## src/ccg_defines.svh

```systemverilog
// register map, field positions, reset values and counts of the clock control block
// assumes a 32-bit APB slave; each register is one aligned word at four times its index
//
// Function
// - The lock flag at bit 3 reads 1 once 64 PLL clock cycles have passed since power-up or generator clear, else 0.
// - With the divide enable bit 9 at 0 both output dividers are bypassed; at 1 the fixed halving is active and bit 8 picks the other.
// - The divider use bit 8 inserts the programmable divider when 1; the fixed halving stays regardless.
// - The programmable divider divides by the 6-bit ratio plus 4, and its result is then halved.
// - The clock-off flag enables or disables the clock pin, which floats when disabled.
// - Even source codes drive the PLL output onto the pin; code 1h holds it high, 3h and 5h low.
// - Source codes 7h and Fh drive the USB PLL clock; code Bh, the reset default, drives the system clock.
// - The power-down bit powers the PLL down at 1 and up at 0; power-up restarts the lock count.
// - The read-only system source field at bits 5-4 reports bypass or PLL mode and the input source.
`ifndef CCG_DEFINES_SVH
`define CCG_DEFINES_SVH

`define CCG_IDX_CFG1       14'h1C1E
`define CCG_IDX_CFG2       14'h1C1F
`define CCG_IDX_GEN3       14'h1C22
`define CCG_IDX_GEN4       14'h1C23
`define CCG_IDX_PINSRC     14'h1C24
`define CCG_IDX_MISC       14'h1C25
`define CCG_IDX_IRQST      14'h1C26
`define CCG_IDX_IRQEN      14'h1C27
`define CCG_IDX_IRQCLR     14'h1C28

`define CCG_GEN3_INIT_HI   12'h080
`define CCG_GEN3_INIT_LO   3'h6
`define CCG_GEN3_LOCK_BIT  3
`define CCG_GEN4_EN_BIT    9
`define CCG_GEN4_USE_BIT   8
`define CCG_PINSRC_RESET   4'hB
`define CCG_MISC_OFF_BIT   0
`define CCG_MISC_PD_BIT    1
`define CCG_MISC_CLR_BIT   2
`define CCG_MISC_OFF_RESET 1'b1
`define CCG_MISC_PD_RESET  1'b1
`define CCG_MISC_CLR_RESET 1'b0
`define CCG_IRQ_LOCK_BIT   0
`define CCG_IRQ_SWITCH_BIT 1
`define CCG_RATIO_OFFSET   7'h04
`define CCG_LOCK_CYCLES    64

`endif

```

## src/ccg_pkg.sv

```systemverilog
// shared types of the clock control block
// assumes nothing beyond a SystemVerilog compiler
`default_nettype none
package ccg_pkg;
    typedef enum logic [2:0] {SRC_PLL, SRC_HIGH, SRC_LOW, SRC_USB, SRC_SYS} ccg_src_e;
    typedef logic [5:0] ccg_ratio_t;
endpackage
`default_nettype wire

```

## src/ccg_div_if.sv

```systemverilog
// carrier between the control registers and the output divider chain
// assumes one clock shared by both ends
`default_nettype none
interface ccg_div_if;
    logic              enable;
    logic              use_div;
    logic              clear;
    ccg_pkg::ccg_ratio_t ratio;
    logic              tick;
    logic              level;
    modport ctrl (output enable, output use_div, output clear, output ratio, input tick, input level);
    modport div  (input enable, input use_div, input clear, input ratio, output tick, output level);
endinterface
`default_nettype wire

```

## src/ccg_out_divider.sv

```systemverilog
// output divider chain: programmable divider then fixed halving, as a level toggling per tick
// assumes pclk is the PLL output; one toggle per pclk cycle stands for the undivided clock
`include "ccg_defines.svh"
`default_nettype none
module ccg_out_divider (
    input  wire logic pclk,    // pll output clock
    input  wire logic presetn, // async reset, active low
    ccg_div_if.div    dif      // divider config and result
);
    logic [7:0] cnt_reg;
    logic [7:0] term;
    logic [6:0] ratio4;

    always_comb begin
        ratio4 = {1'b0, dif.ratio} + `CCG_RATIO_OFFSET;
        if (!dif.enable) begin
            term = 8'h00;
        end else if (!dif.use_div) begin
            term = 8'h01;
        end else begin
            term = {ratio4, 1'b0} - 8'h01;
        end
    end

    // >= so a shrunk ratio cannot strand the counter above its end
    assign dif.tick = (cnt_reg >= term);

    always_ff @(posedge pclk or negedge presetn) begin
        if (!presetn) begin
            cnt_reg <= 8'h00;
        end else if (dif.clear || dif.tick) begin
            cnt_reg <= 8'h00;
        end else begin
            cnt_reg <= cnt_reg + 8'h01;
        end
    end

    always_ff @(posedge pclk or negedge presetn) begin
        if (!presetn) begin
            dif.level <= 1'b0;
        end else if (dif.clear) begin
            dif.level <= 1'b0;
        end else if (dif.tick) begin
            dif.level <= !dif.level;
        end
    end
endmodule // ccg_out_divider
`default_nettype wire

```

## src/ccg_lock_monitor.sv

```systemverilog
// lock status monitor: counts PLL cycles after power-up or clear
// assumes restart is a registered level from the control registers
`default_nettype none
module ccg_lock_monitor #(
    parameter int LOCK_CYCLES = 64
) (
    input  wire logic pclk,    // pll output clock
    input  wire logic presetn, // async reset, active low
    input  wire logic restart, // power-down or generator clear
    output logic      locked   // lock status flag
);
    logic [7:0] cnt_reg;
    localparam logic [7:0] LAST = 8'(LOCK_CYCLES - 1);

    always_ff @(posedge pclk or negedge presetn) begin
        if (!presetn) begin
            cnt_reg <= 8'h00;
        end else if (restart) begin
            cnt_reg <= 8'h00;
        end else if (!locked) begin
            cnt_reg <= cnt_reg + 8'h01;
        end
    end

    always_ff @(posedge pclk or negedge presetn) begin
        if (!presetn) begin
            locked <= 1'b0;
        end else if (restart) begin
            locked <= 1'b0;
        end else if (cnt_reg == LAST) begin
            locked <= 1'b1;
        end
    end

    lock_at_count_a: assert property (
        @(posedge pclk) disable iff (!presetn)
        (cnt_reg == LAST && !restart) |=> locked && $rose(locked))
        else $error("lock flag not set at end of count");
    restart_clears_a: assert property (
        @(posedge pclk) disable iff (!presetn)
        restart ##1 !restart |-> !locked [*8])
        else $error("lock flag set too early after restart");
endmodule // ccg_lock_monitor
`default_nettype wire

```

## src/ccg_clock_control.sv

```systemverilog
// clock control back end: lock monitor, output divider, clock pin source select, APB registers
// assumes pclk is the PLL output and system_clock, usb_pll_clock, select_pin are pclk-synchronous
`include "ccg_defines.svh"
`default_nettype none
module ccg_clock_control #(
    parameter int LOCK_CYCLES = `CCG_LOCK_CYCLES
) (
    input  wire logic        pclk,              // pll output clock
    input  wire logic        presetn,           // async reset, active low
    input  wire logic        psel,              // apb select
    input  wire logic        penable,           // apb enable
    input  wire logic        pwrite,            // apb direction
    input  wire logic [15:0] paddr,             // apb byte address
    input  wire logic [31:0] pwdata,            // apb write data
    output logic      [31:0] prdata,            // apb read data
    output logic             pready,            // apb ready
    output logic             pslverr,           // apb error
    input  wire logic        system_clock,      // system clock level
    input  wire logic        usb_pll_clock,     // usb pll clock level
    input  wire logic        select_pin,        // external clock input chosen
    output logic             system_source_select, // pll mode select
    output logic             pll_power_down,    // pll power down
    output logic             generator_clear_n, // generator clear, active low
    output logic             clock_out_pin,     // clock pin data
    output logic             clock_out_oe,      // clock pin drive enable
    output logic             irq                // level interrupt
);
    ccg_div_if dif ();

    logic [13:0] idx;
    logic        hit;
    logic        setup;
    logic        wr_en;
    logic [31:0] rd_mux;
    logic [31:0] prdata_reg;
    logic [11:0] init_hi_reg;
    logic [2:0]  init_lo_reg;
    logic        od_en_reg;
    logic        od_use_reg;
    logic [5:0]  od_ratio_reg;
    logic [3:0]  src_code_reg;
    logic        sys_sel_reg;
    logic        clk_off_reg;
    logic        pwrdn_reg;
    logic        clr_n_reg;
    logic [1:0]  irq_st_reg;
    logic [1:0]  irq_en_reg;
    logic [1:0]  events;
    logic        locked;
    logic        locked_d_reg;
    logic        want_lvl;
    logic        act_lvl;
    logic        pin_reg;
    logic        switch_ok;
    ccg_pkg::ccg_src_e want_kind;
    ccg_pkg::ccg_src_e active_kind_reg;

    function automatic ccg_pkg::ccg_src_e src_kind(input logic [3:0] code);
        if (!code[0]) begin
            src_kind = ccg_pkg::SRC_PLL;
        end else begin
            case (code)
                4'h1:          src_kind = ccg_pkg::SRC_HIGH;
                4'h7, 4'hF:    src_kind = ccg_pkg::SRC_USB;
                4'hB:          src_kind = ccg_pkg::SRC_SYS;
                default:       src_kind = ccg_pkg::SRC_LOW;
            endcase
        end
    endfunction

    function automatic logic is_const(input ccg_pkg::ccg_src_e k);
        is_const = (k == ccg_pkg::SRC_HIGH) || (k == ccg_pkg::SRC_LOW);
    endfunction

    // bus decode; misaligned or unknown words answer with pslverr
    assign idx   = paddr[15:2];
    assign setup = psel && !penable;
    always_comb begin
        case (idx)
            `CCG_IDX_CFG1, `CCG_IDX_CFG2, `CCG_IDX_GEN3, `CCG_IDX_GEN4, `CCG_IDX_PINSRC,
            `CCG_IDX_MISC, `CCG_IDX_IRQST, `CCG_IDX_IRQEN, `CCG_IDX_IRQCLR: hit = (paddr[1:0] == 2'h0);
            default: hit = 1'b0;
        endcase
    end
    assign wr_en   = psel && penable && pwrite && hit;
    assign pready  = 1'b1;
    assign pslverr = psel && penable && !hit;

    always_comb begin
        rd_mux = 32'h0000_0000;
        case (idx)
            `CCG_IDX_CFG1:   rd_mux = 32'h0000_0000;
            `CCG_IDX_CFG2:   rd_mux = {26'h0, select_pin, sys_sel_reg, 1'b0, select_pin, 1'b0, sys_sel_reg};
            `CCG_IDX_GEN3:   rd_mux = {16'h0, init_hi_reg, locked, init_lo_reg};
            `CCG_IDX_GEN4:   rd_mux = {22'h0, od_en_reg, od_use_reg, 2'h0, od_ratio_reg};
            `CCG_IDX_PINSRC: rd_mux = {28'h0, src_code_reg};
            `CCG_IDX_MISC:   rd_mux = {29'h0, clr_n_reg, pwrdn_reg, clk_off_reg};
            `CCG_IDX_IRQST:  rd_mux = {30'h0, irq_st_reg};
            `CCG_IDX_IRQEN:  rd_mux = {30'h0, irq_en_reg};
            default:         rd_mux = 32'h0000_0000;
        endcase
        if (paddr[1:0] != 2'h0) begin
            rd_mux = 32'h0000_0000;
        end
    end

    // read data caught in the setup cycle so prdata comes from a flop
    always_ff @(posedge pclk or negedge presetn) begin
        if (!presetn) begin
            prdata_reg <= 32'h0000_0000;
        end else if (setup && !pwrite) begin
            prdata_reg <= rd_mux;
        end
    end
    assign prdata = prdata_reg;

    // generator control three: init field only, lock bit is read-only
    always_ff @(posedge pclk or negedge presetn) begin
        if (!presetn) begin
            init_hi_reg <= `CCG_GEN3_INIT_HI;
            init_lo_reg <= `CCG_GEN3_INIT_LO;
        end else if (wr_en && idx == `CCG_IDX_GEN3) begin
            init_hi_reg <= pwdata[15:4];
            init_lo_reg <= pwdata[2:0];
        end
    end

    always_ff @(posedge pclk or negedge presetn) begin
        if (!presetn) begin
            od_en_reg    <= 1'b0;
            od_use_reg   <= 1'b0;
            od_ratio_reg <= 6'h00;
        end else if (wr_en && idx == `CCG_IDX_GEN4) begin
            od_en_reg    <= pwdata[`CCG_GEN4_EN_BIT];
            od_use_reg   <= pwdata[`CCG_GEN4_USE_BIT];
            od_ratio_reg <= pwdata[5:0];
        end
    end

    // reserved codes are stored as written and hold the pin low
    always_ff @(posedge pclk or negedge presetn) begin
        if (!presetn) begin
            src_code_reg <= `CCG_PINSRC_RESET;
        end else if (wr_en && idx == `CCG_IDX_PINSRC) begin
            src_code_reg <= pwdata[3:0];
        end
    end

    always_ff @(posedge pclk or negedge presetn) begin
        if (!presetn) begin
            sys_sel_reg <= 1'b0;
        end else if (wr_en && idx == `CCG_IDX_CFG2) begin
            sys_sel_reg <= pwdata[0];
        end
    end

    always_ff @(posedge pclk or negedge presetn) begin
        if (!presetn) begin
            clk_off_reg <= `CCG_MISC_OFF_RESET;
            pwrdn_reg   <= `CCG_MISC_PD_RESET;
            clr_n_reg   <= `CCG_MISC_CLR_RESET;
        end else if (wr_en && idx == `CCG_IDX_MISC) begin
            clk_off_reg <= pwdata[`CCG_MISC_OFF_BIT];
            pwrdn_reg   <= pwdata[`CCG_MISC_PD_BIT];
            clr_n_reg   <= pwdata[`CCG_MISC_CLR_BIT];
        end
    end
    assign system_source_select = sys_sel_reg;
    assign pll_power_down       = pwrdn_reg;
    assign generator_clear_n    = clr_n_reg;
    assign clock_out_oe         = !clk_off_reg;

    ccg_lock_monitor #(
        .LOCK_CYCLES (LOCK_CYCLES)
    ) u_lock (
        .pclk    (pclk),
        .presetn (presetn),
        .restart (pwrdn_reg || !clr_n_reg),
        .locked  (locked)
    );

    assign dif.enable  = od_en_reg;
    assign dif.use_div = od_use_reg;
    assign dif.ratio   = od_ratio_reg;
    assign dif.clear   = !clr_n_reg;

    ccg_out_divider u_div (
        .pclk    (pclk),
        .presetn (presetn),
        .dif     (dif.div)
    );

    // pin source switch: only at a low phase of each source that is not constant, so no runt pulse reaches the pin
    assign want_kind = src_kind(src_code_reg);
    always_comb begin
        case (want_kind)
            ccg_pkg::SRC_PLL:  want_lvl = dif.level;
            ccg_pkg::SRC_HIGH: want_lvl = 1'b1;
            ccg_pkg::SRC_USB:  want_lvl = usb_pll_clock;
            ccg_pkg::SRC_SYS:  want_lvl = system_clock;
            default:           want_lvl = 1'b0;
        endcase
        case (active_kind_reg)
            ccg_pkg::SRC_PLL:  act_lvl = dif.level;
            ccg_pkg::SRC_HIGH: act_lvl = 1'b1;
            ccg_pkg::SRC_USB:  act_lvl = usb_pll_clock;
            ccg_pkg::SRC_SYS:  act_lvl = system_clock;
            default:           act_lvl = 1'b0;
        endcase
    end
    assign switch_ok = (want_kind != active_kind_reg)
                     && (!pin_reg || is_const(active_kind_reg))
                     && (!want_lvl || is_const(want_kind));

    always_ff @(posedge pclk or negedge presetn) begin
        if (!presetn) begin
            active_kind_reg <= ccg_pkg::SRC_SYS;
        end else if (switch_ok) begin
            active_kind_reg <= want_kind;
        end
    end

    always_ff @(posedge pclk or negedge presetn) begin
        if (!presetn) begin
            pin_reg <= 1'b0;
        end else begin
            pin_reg <= act_lvl;
        end
    end
    assign clock_out_pin = pin_reg;

    // interrupts: lock reached, pin source switched; a new event beats a clear
    always_ff @(posedge pclk or negedge presetn) begin
        if (!presetn) begin
            locked_d_reg <= 1'b0;
        end else begin
            locked_d_reg <= locked;
        end
    end
    assign events[`CCG_IRQ_LOCK_BIT]   = locked && !locked_d_reg;
    assign events[`CCG_IRQ_SWITCH_BIT] = switch_ok;

    always_ff @(posedge pclk or negedge presetn) begin
        if (!presetn) begin
            irq_st_reg <= 2'h0;
        end else if (wr_en && idx == `CCG_IDX_IRQCLR) begin
            irq_st_reg <= (irq_st_reg & ~pwdata[1:0]) | events;
        end else begin
            irq_st_reg <= irq_st_reg | events;
        end
    end

    always_ff @(posedge pclk or negedge presetn) begin
        if (!presetn) begin
            irq_en_reg <= 2'h0;
        end else if (wr_en && idx == `CCG_IDX_IRQEN) begin
            irq_en_reg <= pwdata[1:0];
        end
    end
    assign irq = |(irq_st_reg & irq_en_reg);

    // checking aid: cycles between divider ticks, trusted only with a steady config
    logic [7:0] gap_reg;
    logic       gap_ok_reg;
    logic [7:0] exp_gap;
    logic [6:0] exp_r4;
    assign exp_r4  = {1'b0, od_ratio_reg} + 7'h04;
    assign exp_gap = !od_en_reg ? 8'h01 : (!od_use_reg ? 8'h02 : {exp_r4, 1'b0});
    always_ff @(posedge pclk or negedge presetn) begin
        if (!presetn) begin
            gap_reg    <= 8'h00;
            gap_ok_reg <= 1'b0;
        end else begin
            gap_reg    <= dif.tick ? 8'h01 : ((gap_reg == 8'hFF) ? gap_reg : gap_reg + 8'h01);
            gap_ok_reg <= !(wr_en && idx == `CCG_IDX_GEN4) && clr_n_reg && (dif.tick || gap_ok_reg);
        end
    end

    bypass_period_a: assert property (
        @(posedge pclk) disable iff (!presetn)
        (dif.tick && gap_ok_reg && !od_en_reg) |-> gap_reg == 8'h01)
        else $error("bypassed divider not toggling every cycle");
    half_only_a: assert property (
        @(posedge pclk) disable iff (!presetn)
        (dif.tick && gap_ok_reg && od_en_reg && !od_use_reg) |-> gap_reg == 8'h02)
        else $error("fixed halving period wrong");
    ratio_period_a: assert property (
        @(posedge pclk) disable iff (!presetn)
        (dif.tick && gap_ok_reg && od_en_reg && od_use_reg) |-> gap_reg == exp_gap)
        else $error("programmable divider period wrong");
    pin_off_float_a: assert property (
        @(posedge pclk) disable iff (!presetn)
        (wr_en && idx == `CCG_IDX_MISC) |=> clock_out_oe == !$past(pwdata[`CCG_MISC_OFF_BIT]))
        else $error("clock pin enable does not follow clock-off flag");
    pin_high_code_a: assert property (
        @(posedge pclk) disable iff (!presetn)
        (active_kind_reg == ccg_pkg::SRC_HIGH) ##1 (active_kind_reg == ccg_pkg::SRC_HIGH) |-> clock_out_pin)
        else $error("pin not held high");
    pin_pll_code_a: assert property (
        @(posedge pclk) disable iff (!presetn)
        (active_kind_reg == ccg_pkg::SRC_PLL) |=> clock_out_pin == $past(dif.level))
        else $error("pin not following pll output");
    pin_usb_code_a: assert property (
        @(posedge pclk) disable iff (!presetn)
        (active_kind_reg == ccg_pkg::SRC_USB) |=> clock_out_pin == $past(usb_pll_clock))
        else $error("pin not following usb clock");
    source_state_a: assert property (
        @(posedge pclk) disable iff (!presetn)
        (setup && !pwrite && idx == `CCG_IDX_CFG2 && paddr[1:0] == 2'h0)
        |=> prdata[5:4] == {$past(select_pin), $past(sys_sel_reg)})
        else $error("system source field wrong");
    glitch_free_a: assert property (
        @(posedge pclk) disable iff (!presetn)
        (active_kind_reg != $past(active_kind_reg))
        |-> (!$past(clock_out_pin) || is_const($past(active_kind_reg)))
            && active_kind_reg == $past(want_kind))
        else $error("pin source switched during a high phase");
    pin_low_code_a: assert property (
        @(posedge pclk) disable iff (!presetn)
        (active_kind_reg == ccg_pkg::SRC_LOW) ##1 (active_kind_reg == ccg_pkg::SRC_LOW) |-> !clock_out_pin)
        else $error("pin not held low");
    pin_sys_code_a: assert property (
        @(posedge pclk) disable iff (!presetn)
        (active_kind_reg == ccg_pkg::SRC_SYS) |=> clock_out_pin == $past(system_clock))
        else $error("pin not following system clock");
    lock_read_a: assert property (
        @(posedge pclk) disable iff (!presetn)
        (setup && !pwrite && idx == `CCG_IDX_GEN3 && paddr[1:0] == 2'h0)
        |=> prdata[`CCG_GEN3_LOCK_BIT] == $past(locked))
        else $error("lock flag read wrong");
    cfg1_zero_a: assert property (
        @(posedge pclk) disable iff (!presetn)
        (setup && !pwrite && idx == `CCG_IDX_CFG1) |=> prdata == 32'h0000_0000)
        else $error("clock config one not reading zero");
    status_sticky_a: assert property (
        @(posedge pclk) disable iff (!presetn)
        (events != 2'h0) |=> (irq_st_reg & $past(events)) == $past(events))
        else $error("interrupt event lost");
    status_clear_a: assert property (
        @(posedge pclk) disable iff (!presetn)
        (wr_en && idx == `CCG_IDX_IRQCLR) |=> (irq_st_reg & $past(pwdata[1:0] & ~events)) == 2'h0)
        else $error("interrupt status not cleared");
    switch_event_a: assert property (
        @(posedge pclk) disable iff (!presetn)
        (active_kind_reg != $past(active_kind_reg)) |-> irq_st_reg[`CCG_IRQ_SWITCH_BIT])
        else $error("source switch not flagged");
endmodule // ccg_clock_control
`default_nettype wire

```

## config.mk

```make
export PLATFORM = sky130hd
export DESIGN_NAME = ccg_clock_control
export DESIGN_NICKNAME = d
export VERILOG_FILES = /design/src/ccg_pkg.sv /design/src/ccg_div_if.sv /design/src/ccg_out_divider.sv /design/src/ccg_lock_monitor.sv /design/src/ccg_clock_control.sv
export VERILOG_INCLUDE_DIRS = /design/src /design/src/src
export SDC_FILE = /design/constraint.sdc
export NUM_CORES = 1
export LEC_CHECK = 0
export ABC_CLOCK_PERIOD_IN_PS = 8200
export BUFFER_PORTS_ARGS = -buffer_cell sky130_fd_sc_hd__buf_2
export CAP_MARGIN = 20
export CORE_MARGIN = 2
export CORE_UTILIZATION = 60
export CTS_BUF_LIST = sky130_fd_sc_hd__clkbuf_4
export DETAILED_ROUTE_END_ITERATION = 6
export GPL_TIMING_DRIVEN = 0
export MAX_ROUTING_LAYER = met4
export PLACE_DENSITY_LB_ADDON = 0.15
export SLEW_MARGIN = 10
export SYNTH_ARGS = -nofsm -noshare
export SYNTH_HDL_FRONTEND = slang
export SYNTH_SLANG_ARGS = --single-unit
```

## constraint.sdc

```tcl
create_clock -name pclk -period 8.2 [get_ports pclk]
set_input_delay 1.64 -clock pclk [delete_from_list [all_inputs] [get_ports pclk]]
set_output_delay 1.64 -clock pclk [all_outputs]
set_load 0.02 [all_outputs]
```

==> results of run 1 <==
-- layout make-up --
type | instances | area (µm²) | area share, %
Multi-Input combinational cell | 283 | 2049 | 42.66
Clock buffer | 10 | 75.07 | 1.562
Sequential cell | 74 | 1863 | 38.78
Clock inverter | 6 | 137.6 | 2.865
Timing Repair Buffer | 62 | 327.8 | 6.823
Inverter | 13 | 48.80 | 1.016
Tap cell | 80 | 100.1 | 2.083
Buffer | 35 | 202.7 | 4.219
-- worst min-delay path by stage --
stage | endpoint | slack (ns)
finish | locked_d_reg$_DFF_PN0_ | 0.39
global route | locked_d_reg$_DFF_PN0_ | 0.40
CTS | locked_d_reg$_DFF_PN0_ | 0.39
detailed placement | locked_d_reg$_DFF_PN0_ | 0.36
global placement | locked_d_reg$_DFF_PN0_ | 0.36
floorplan | locked_d_reg$_DFF_PN0_ | 0.35
-- worst reg2reg max path: stages (launching register included) --
cell and delay, ns:
dfrtp_1 0.47, ha_1 0.31, or4b_2 0.70, and4_1 0.24, nor3_1 0.22, xnor2_1 0.14, nand3_1 0.10, ha_1 0.31
nand4_1 0.08, nor2_1 0.05, a2111oi_0 0.75, o21ai_1 0.36, nor2_1 0.18
-- cell usage in the layout (no fill, tap or decap), types with 2 or more instances in the layout --
cell and count:
dfrtp_1 65, buf_2 60, nor2_1 36, mux2_2 36
nand2_1 20, nand3_1 18, buf_4 18, conb_1 17
clkbuf_1 16, a22o_1 14, inv_1 13, ha_1 12
xnor2_1 10, clkbuf_4 10, nor3_1 9, o21ai_0 9
xor2_1 9, dfstp_2 9, nor2b_1 7, o31ai_1 6
a21oi_1 6, and3_1 5, mux2i_1 5, a22oi_1 5
nand4_1 4, nand2b_1 4, bufinv_16 4, or4b_2 3
nand4b_1 3, nand3b_1 3, or4_1 3, a32oi_1 3
a211oi_1 2, o2111ai_1 2, and4b_1 2, o211a_1 2
o41ai_1 2
-- per-stage QoR --
step                      power [µW]  setup WS, ns
final                          741.4         3.317
after global routing           763.8         3.266
after CTS                      744.5         3.311
after detailed placement       421.6         3.327
after global placement         419.5         3.321
after floorplan                397.2         3.564
-- power by group through the flow --
| stage | Clock [µW] | Combinational (µW) | Sequential (µW) |
|---|---|---|---|
| finish | 327 | 49.7 | 365 |
| CTS | 330 | 49.8 | 365 |
| floorplan | 0 | 25.2 | 372 |
| global route | 344 | 54.9 | 365 |
| global placement | 0 | 47.6 | 372 |
| detailed placement | 0 | 49.7 | 372 |
-- kinds of logic (layout without fill, tap and decap cells) --
logic type	after synthesis	count (layout)	synth area share, %
xor gates and xnor gates	19	19	4.051
DFF	74	74	45.35
other	2	17	0.1828
buffers and inverters	48	126	6.122
muxes	41	41	11.09
adders and majority gates	12	12	3.655
AOI/OAI and AO/OA	65	65	12.46
and+or+nand+nor	129	129	17.09
-- layer usage --
layer  track usage, %  part of all wire (%)
met3            4.857                   5.2
met2            40.21                    50
met1            32.07                    44
met5                -                     0
met4            8.665                   1.6
==> flow_summary.ini, run 1 <==
[run_status]
outcome = finished, final reports clean

[timing]
hold_viol = 0
tns_ns = 0
fin_skew_ns = 0.009282
whs_ns = 0.3887
maxSlewViolCount = 0
fmax_mhz = 204.8
worst_slew_pin_slew_ns = 1.074
rsz0062_at_grt = no
min_period_ns = 4.883
fin_crit_sh_pct = 59.54
setup_viol = 0
max_slew_margin_pct = 27.86

[place]
place_hpwl_mm = 6.488
placed_cell_area_um2 = 4592
port-buffer-count = 61
place_congestion = 0.8825
dpl.cell_count = 547

[floorplan]
core_area_um2 = 6719
dieArea_um2 = 7524
ios = 96
num_rows = 30
start_util_pct = 61.14
die_h_um = 86.74
die_w_um = 86.74

[final_layout]
drive_above_1_share_pct = 31.26
area_growth_pct = 16.97
antenna_cells = 0
num-fill-cells = 523
largest_reg_flops = 16
fin_util_pct = 71.51
final_nets = 546
stdcell_count = 563
finalInstanceArea_um2 = 4805

[clock_tree]
cts_sinks = 74
htree_levels = 3
clk_latency_ns = 0.44
holdBufCountCts = 0
cts-root-buf = clkbuf_4
clk_pin_slew_ns = 0.12
post_cts_buffers = 0
cts_tree = done
cts_made_buffers = 9
ctsLongestPathBuffers = 2
cts_resized = 0

[drt]
viasPerCell = 5.707
dr.pass1.iters = 4
final_antenna_net_count = 0
drcViolationCount = 0
drt_iter0_drc = 133
vias = 3213
wirelength_mm = 8.788
wire_per_inst_um = 15.61

[worst_setup_path]
path_cells = buf_2 > buf_6 > or4b_4 > a2111oi_4 > nor3_1 > o211a_1 > buf_2
cp-start-kind = primary input
crit_arrival_ns = 3.24
crit_required_ns = 6.56
r2r_setup_slack_ns = 4.22
cp-end-kind = output pin
critPathKind = in2out
crit_buf_inv = 3
crit_fanout = 10
cpMostUsedCell = buf_2
slowest_delay_ns = 0.49
rr_endpoint = u_div.cnt_reg[1]$_DFF_PN0_
r2r_cells = 12
worst_r2r_startpoint = dif.ratio[3]$_DFFE_PN0P_
crit_start = paddr[5]
cp_slowest_cell = or4b_4
crit_cells = 7
cp_top_family = compound AO/OA/AOI/OAI gates
worstSetupEndpoint = pslverr

[synthesis]
yosysMostFrequentCell = dfrtp_1
syn_inst = 390
synth_warnings = 0
synth_common_cells = dfrtp_1, mux2_2, nor2_1
synth_seq_cells = 74
yosys.cell_types.count = 62
synth_edf_count = 0
synth_top_area_share_pct = 39.60
post-synth-top-area-cell = dfrtp_1
synth_top_flop_cell = dfrtp_1
syn_area_per_cell_um2 = 10.53
synthTopCellsByArea = dfrtp_1, mux2_2, dfstp_2, ha_1, nor2_1
synthArstFlopShare_pct = 100.0
ys_seq_area_share_pct = 45.35
netlist_area_um2 = 4108

[global_routing]
grt_overflow = 0
antenna_found_initial = 0
grt.total_usage_pct = 25.09
grt_pass1_vias = 3078
grt_pass1_wl_mm = 14.28
grt_max_degree = 40

[power]
share_seq_of_total_power_pct = 49.2
p_sw_uw = 167.9
pwr-share-comb_pct = 6.7
vdd_drop_max_mv = 0.1136
switching_share_pct = 22.65
p_leak_uw = 0.002284
intPower_uw = 573.4
clkPwrFrac_pct = 44.1
powerDensity_nw_per_um2 = 154.3

[hold_path]
hold_path.class = reg2reg
hold_start = u_lock.locked$_DFFE_PN0P_
hold_depth = 0

[flow_run]
maxCapViolCount = 0
(Power assumes the default switching activity.)
==> run 2: changes to the inputs <==
Settings changed: ABC_AREA set to 1, ABC_CLOCK_PERIOD_IN_PS 8200 to 5040, CORE_UTILIZATION 60 to 56.
Clock period 8.2 ns to 5.04 ns, I/O delays scaled along.
==> run 2 against run 1 <==
Effect of this change:
- utilization fell by 4.0 points
- hold slack improved by 0.063 ns
- sequential power rose by 63%
- register-to-register slack got worse by 1.8 ns
- sequential cell count did not move
- highest routed layer unchanged
==> flow_summary.ini, run 2 <==
[clock_tree]
cts-root-buf = clkbuf_4
post_cts_buffers = 0
cts_resized = 0
clk_latency_ns = 0.42
clk_pin_slew_ns = 0.12
cts_sinks = 74
htree_levels = 3
holdBufCountCts = 0
cts_tree = done
ctsLongestPathBuffers = 2
cts_made_buffers = 9

[global_routing]
grt.total_usage_pct = 27.65
grt_pass1_wl_mm = 17.76
met3_usage_pct = 3.589
use_met2_pct = 45.09
grt_max_degree = 48
grt.busiest_layer = met2
antenna_found_initial = 0
grt_overflow = 0
grt_pass1_vias = 3846
met1_usage_pct = 34.14

[timing]
fin_crit_sh_pct = 72.29
hold_viol = 0
maxSlewViolCount = 0
worst_slack_ns = 1.397
fin_skew_ns = 0.01620
tns_ns = 0
setup_viol = 0
fmax_mhz = 274.5
max_slew_margin_pct = 62.56
worst_slew_pin_slew_ns = 0.5565
rsz0062_at_grt = no
min_period_ns = 3.643

[synthesis]
yosysMostFrequentCell = nand2_1
synth_top_area_share_pct = 38.84
post-synth-top-area-cell = dfrtp_1
synthArstFlopShare_pct = 100.0
netlist_area_um2 = 4188
synthTopCellsByArea = dfrtp_1, nand2_1, nand4_1, dfstp_2, inv_1
synth_edf_count = 0
syn_area_per_cell_um2 = 7.755
synth_common_cells = nand2_1, dfrtp_1, inv_1
synth_warnings = 0
syn_inst = 540
yosys.cell_types.count = 37
ys_seq_area_share_pct = 44.49
synth_top_flop_cell = dfrtp_1
synth_seq_cells = 74

[worst_setup_path]
crit_arrival_ns = 2.64
crit_fanout = 10
crit_required_ns = 4.03
worst_r2r_startpoint = dif.ratio[2]$_DFFE_PN0P_
cp-end-kind = output pin
cp-start-kind = primary input
critPathKind = in2out
crit_start = paddr[11]

[floorplan]
die_w_um = 90.48
die_h_um = 90.48
start_util_pct = 57.74
num_rows = 31
dieArea_um2 = 8186
core_area_um2 = 7253
ios = 96

[final_layout]
area_growth_pct = 16.97
finalInstanceArea_um2 = 4898
final_nets = 697
layout_common_cells = nand2_1, buf_2, dfrtp_1, inv_1, nor2_1
fin_util_pct = 67.53
largest_reg_flops = 16
num-fill-cells = 661
ff_latch_area_um2 = 1863
final_common_cell = nand2_1
drive_above_1_share_pct = 18.93
multiInputGateArea_um2 = 1942
antenna_cells = 0

[drt]
wirelength_mm = 10.43
dr.pass1.iters = 5
drcViolationCount = 0
wire_per_inst_um = 14.23
final_antenna_net_count = 0
viasPerCell = 5.523
drt_iter0_drc = 261
vias = 4048

[place]
pre_cts_ws_ns = 1.436
place_congestion = 0.9389
placed_cell_area_um2 = 4708
port-buffer-count = 62
place_hpwl_mm = 7.832

[power]
p_leak_uw = 0.002606
powerDensity_nw_per_um2 = 234.4
power.total_uw = 1148
vdd_drop_max_mv = 0.1868

[run_status]
outcome = finished, final reports clean

[hold_path]
hold_start = u_lock.locked$_DFFE_PN0P_
hold_path.class = reg2reg

[flow_run]
maxCapViolCount = 0
run 2: cell count changes after synthesis, moves of 9 or more:
cell      before  now
mux2_2        36    0
nor2_1        36   47
o21ai_0        9   22
clkbuf_1      16    7
nand2_1       20  147
nand3_1       18   28
inv_1         13   62
a21oi_1        6   20
xnor2_1       10    0
nand4_1        4   43
a22o_1        14    2
run 2: logic make-up (layout without fill, tap and decap cells):
| kind of cell | count (synthesis) | after routing | synth area share, % |
|---|---|---|---|
| AND/OR/NAND/NOR | 286 | 286 | 30.42 |
| XOR/XNOR | 4 | 4 | 0.8365 |
| other | 2 | 17 | 0.1793 |
| adder cells (fa/ha/maj) | 12 | 12 | 3.585 |
| flip-flops | 74 | 74 | 44.49 |
| buffers and inverters | 96 | 175 | 10.49 |
| AO/OA/AOI/OAI | 66 | 66 | 10.01 |
run 2: path summary, 6_finish.rpt:
check | slack [ns] | cells after the start | to
min in group asynchronous | 0.50 | 1 | clock_out_pin$_DFF_PN0_
hold reg to reg | 0.45 | 0 | locked_d_reg$_DFF_PN0_
hold / removal | 0.45 | 0 | locked_d_reg$_DFF_PN0_
setup / recovery | 1.40 | 12 | pslverr
max in group asynchronous | 3.91 | 2 | init_lo_reg[2]$_DFFE_PN1P_
setup reg to reg | 2.46 | 14 | u_div.cnt_reg[3]$_DFF_PN0_
run 2: power by group:
group | leakage, µW | internal, µW | total [µW] | switching (µW)
registers | 0.000994 | 594 | 595 | 0.353
clock network | 0.0000968 | 258 | 476 | 218
logic | 0.00152 | 27.0 | 77.5 | 50.5
total | 0.00261 | 880 | 1150 | 268
run 2: metal layers:
layer,part of all wire [%],up-vias
li1,-,1958
met1,41,1887
met2,49,172
met3,7.0,31
met4,3.0,0
met5,0,-
run 2: per-stage QoR:
step,hold WS [ns],cells
after global placement,0.4220,716
final,0.4518,733
after global routing,0.4710,733
after detailed placement,0.4201,717
after floorplan,0.3949,555
after CTS,0.4492,733
run 2: layout make-up:
cell class | instances | area share, %
clock buffer | 10 | 1.533
clock inverter | 6 | 2.350
inverter | 63 | 4.828
timing repair buffer | 63 | 6.948
sequential | 74 | 38.03
multi-input combinational | 385 | 39.64
tap | 99 | 2.529
buffer | 33 | 4.138
run 2: critical path: stages:
cell	delay, ns
buf_2	0.09
nor2_1	0.09
nand2_1	0.06
nor2_1	0.11
buf_4	0.18
nand3_1	0.16
nand2_1	0.10
nor2_1	0.08
a21oi_4	0.22
buf_2	0.27
nor2_1	0.08
buf_2	0.16
==> run 3: changes to the inputs <==
Settings changed: ABC_AREA 1 to 0, ABC_CLOCK_PERIOD_IN_PS 5040 to 3600.
Clock period 5.04 ns to 3.6 ns, I/O delays scaled along.
==> run 3 against run 2 <==
Effect of this change:
- sequential share of layout area grew 0.67 points
- final cell count shrank 20%
- setup slack lost 1.1 ns
- highest routed layer unchanged
- largest power group unchanged
==> flow_summary.ini, run 3 (synthesized netlist as in run 1, its figures left out) <==
[worst_setup_path]
crit_start = dif.ratio[3]$_DFFE_PN0P_
crit_fanout = 6
r2r_setup_slack_ns = 0.26
cp-end-kind = flop
r2r_cells = 13
path_cells = ha_1 > or4b_4 > and4_1 > nor3_2 > xnor2_1 > nand3_1 > ha_1 > nand4_1 > nor2_1 > a2111oi_4 > buf_4 > nor3_1 > and3b_1
rr_endpoint = u_div.dif.level$_DFFE_PN0P_
cp_slowest_cell = or4b_4
crit_arrival_ns = 3.71
slowest_delay_ns = 0.54
worst_r2r_startpoint = dif.ratio[3]$_DFFE_PN0P_
crit_required_ns = 3.98
cp-start-kind = flop
worstSetupEndpoint = u_div.dif.level$_DFFE_PN0P_
cpMostUsedCell = ha_1
critPathKind = reg2reg

[run_status]
outcome = finished, final reports clean

[drt]
drcViolationCount = 0
wire_per_inst_um = 14.94
viasPerCell = 5.538
final_antenna_net_count = 0
vias = 3240
dr.pass1.iters = 6
drt_iter0_drc = 119
wirelength_mm = 8.741

[clock_tree]
htree_levels = 3
ctsLongestPathBuffers = 2
clk_latency_ns = 0.44
holdBufCountCts = 0
clk_pin_slew_ns = 0.13
cts_tree = done
cts_made_buffers = 9
cts-root-buf = clkbuf_4
cts_sinks = 74

[floorplan]
core_area_um2 = 7176
die_w_um = 89.65
start_util_pct = 57.24
num_rows = 31
dieArea_um2 = 8036
ios = 96
die_h_um = 89.65

[final_layout]
drive_above_1_share_pct = 32.30
fin_util_pct = 67.13
area_growth_pct = 17.27
layout_common_cells = dfrtp_1, buf_2, nor2_1, mux2_2
ff_latch_area_um2 = 1864
final_common_cell = dfrtp_1
stdcell_count = 585
multiInputGateArea_um2 = 2088
largest_reg_flops = 16
antenna_cells = 0
final_nets = 549
num-fill-cells = 591

[place]
place_congestion = 0.8455
dpl.cell_count = 566
place_hpwl_mm = 6.452
pre_cts_ws_ns = -0.3614
port-buffer-count = 61

[power]
vdd_drop_max_mv = 0.2380
powerDensity_nw_per_um2 = 306.1
p_leak_uw = 0.002264
power.total_uw = 1475

[timing]
rsz0062_at_grt = no
hold_viol = 0
min_period_ns = 3.337
worst_slew_pin_slew_ns = 0.8821
fin_skew_ns = 0.01887
max_slew_margin_pct = 40.65
worst_slack_ns = 0.2626
fmax_mhz = 299.6
maxSlewViolCount = 0
fin_crit_sh_pct = 92.70
setup_viol = 0

[hold_path]
hold_path.class = in2async

[global_routing]
grt_max_degree = 40
grt_pass1_vias = 3009
grt_pass1_wl_mm = 13.90
grt.total_usage_pct = 23.41
grt_overflow = 0
antenna_found_initial = 0

[flow_run]
maxCapViolCount = 0
-- run 3: worst min path at each step --
stage | to | slack, ns | cells after the start
5_1_grt | prdata[14]$_DFFE_PN0P_ | 0.22 | 1
3_3_place_gp | locked_d_reg$_DFF_PN0_ | 0.36 | 0
6_report | prdata[3]$_DFFE_PN0P_ | 0.22 | 1
2_1_floorplan | locked_d_reg$_DFF_PN0_ | 0.35 | 0
4_1_cts | prdata[15]$_DFFE_PN0P_ | 0.22 | 1
3_5_place_dp | locked_d_reg$_DFF_PN0_ | 0.37 | 0
-- run 3: what timing repair did --
item	4_1_cts	5_1_grt
endpoints found under the setup margin	9	9
pin swaps	0	1
buffers inserted	0	2
gates resized for setup	3	5
-- run 3: layout make-up --
cell class | count | area share, %
sequential | 74 | 38.70
buffer | 35 | 4.208
clock buffer | 10 | 1.558
clock inverter | 6 | 1.377
inverter | 13 | 1.013
tap | 99 | 2.571
multi-input combinational | 283 | 43.35
timing repair buffer | 65 | 7.221
-- run 3: worst max-delay path: cells and delay by family, from the launching register on --
kind,cells,cell delay [ns]
AND/OR/NAND/NOR,8,1.50
flip-flops,1,0.46
buffers and inverters,1,0.19
XOR/XNOR,1,0.14
AO/OA/AOI/OAI,1,0.39
adder cells (fa/ha/maj),2,0.62
-- run 3: power breakdown --
group          switching (µW)  internal (µW)  leakage, µW  total [µW]
clock network             310            221    0.0000707         530
registers              0.0254            832     0.000994         832
logic                    70.9           41.6      0.00120         113
total                     381           1090      0.00226        1470
-- run 3: metrics by stage --
step | hold WS [ns] | cell area, µm² | setup TNS, ns
2_1_floorplan | 0.3519 | 4164 | 0
3_3_place_gp | 0.3615 | 4593 | -1.678
3_5_place_dp | 0.3721 | 4616 | -2.934
4_1_cts | 0.2160 | 4767 | 0
5_1_grt | 0.2203 | 4817 | 0
6_report | 0.2206 | 4817 | 0
-- run 3: routing by layer --
metal  share of wire [%]  global-route usage (%)  vias to the layer above
li1                    -                       -                     1563
met1                  43                   30.17                     1579
met2                  51                   37.43                       90
met3                 5.2                   5.484                        8
met4                 1.1                   6.106                        0
met5                   0                       -                        -
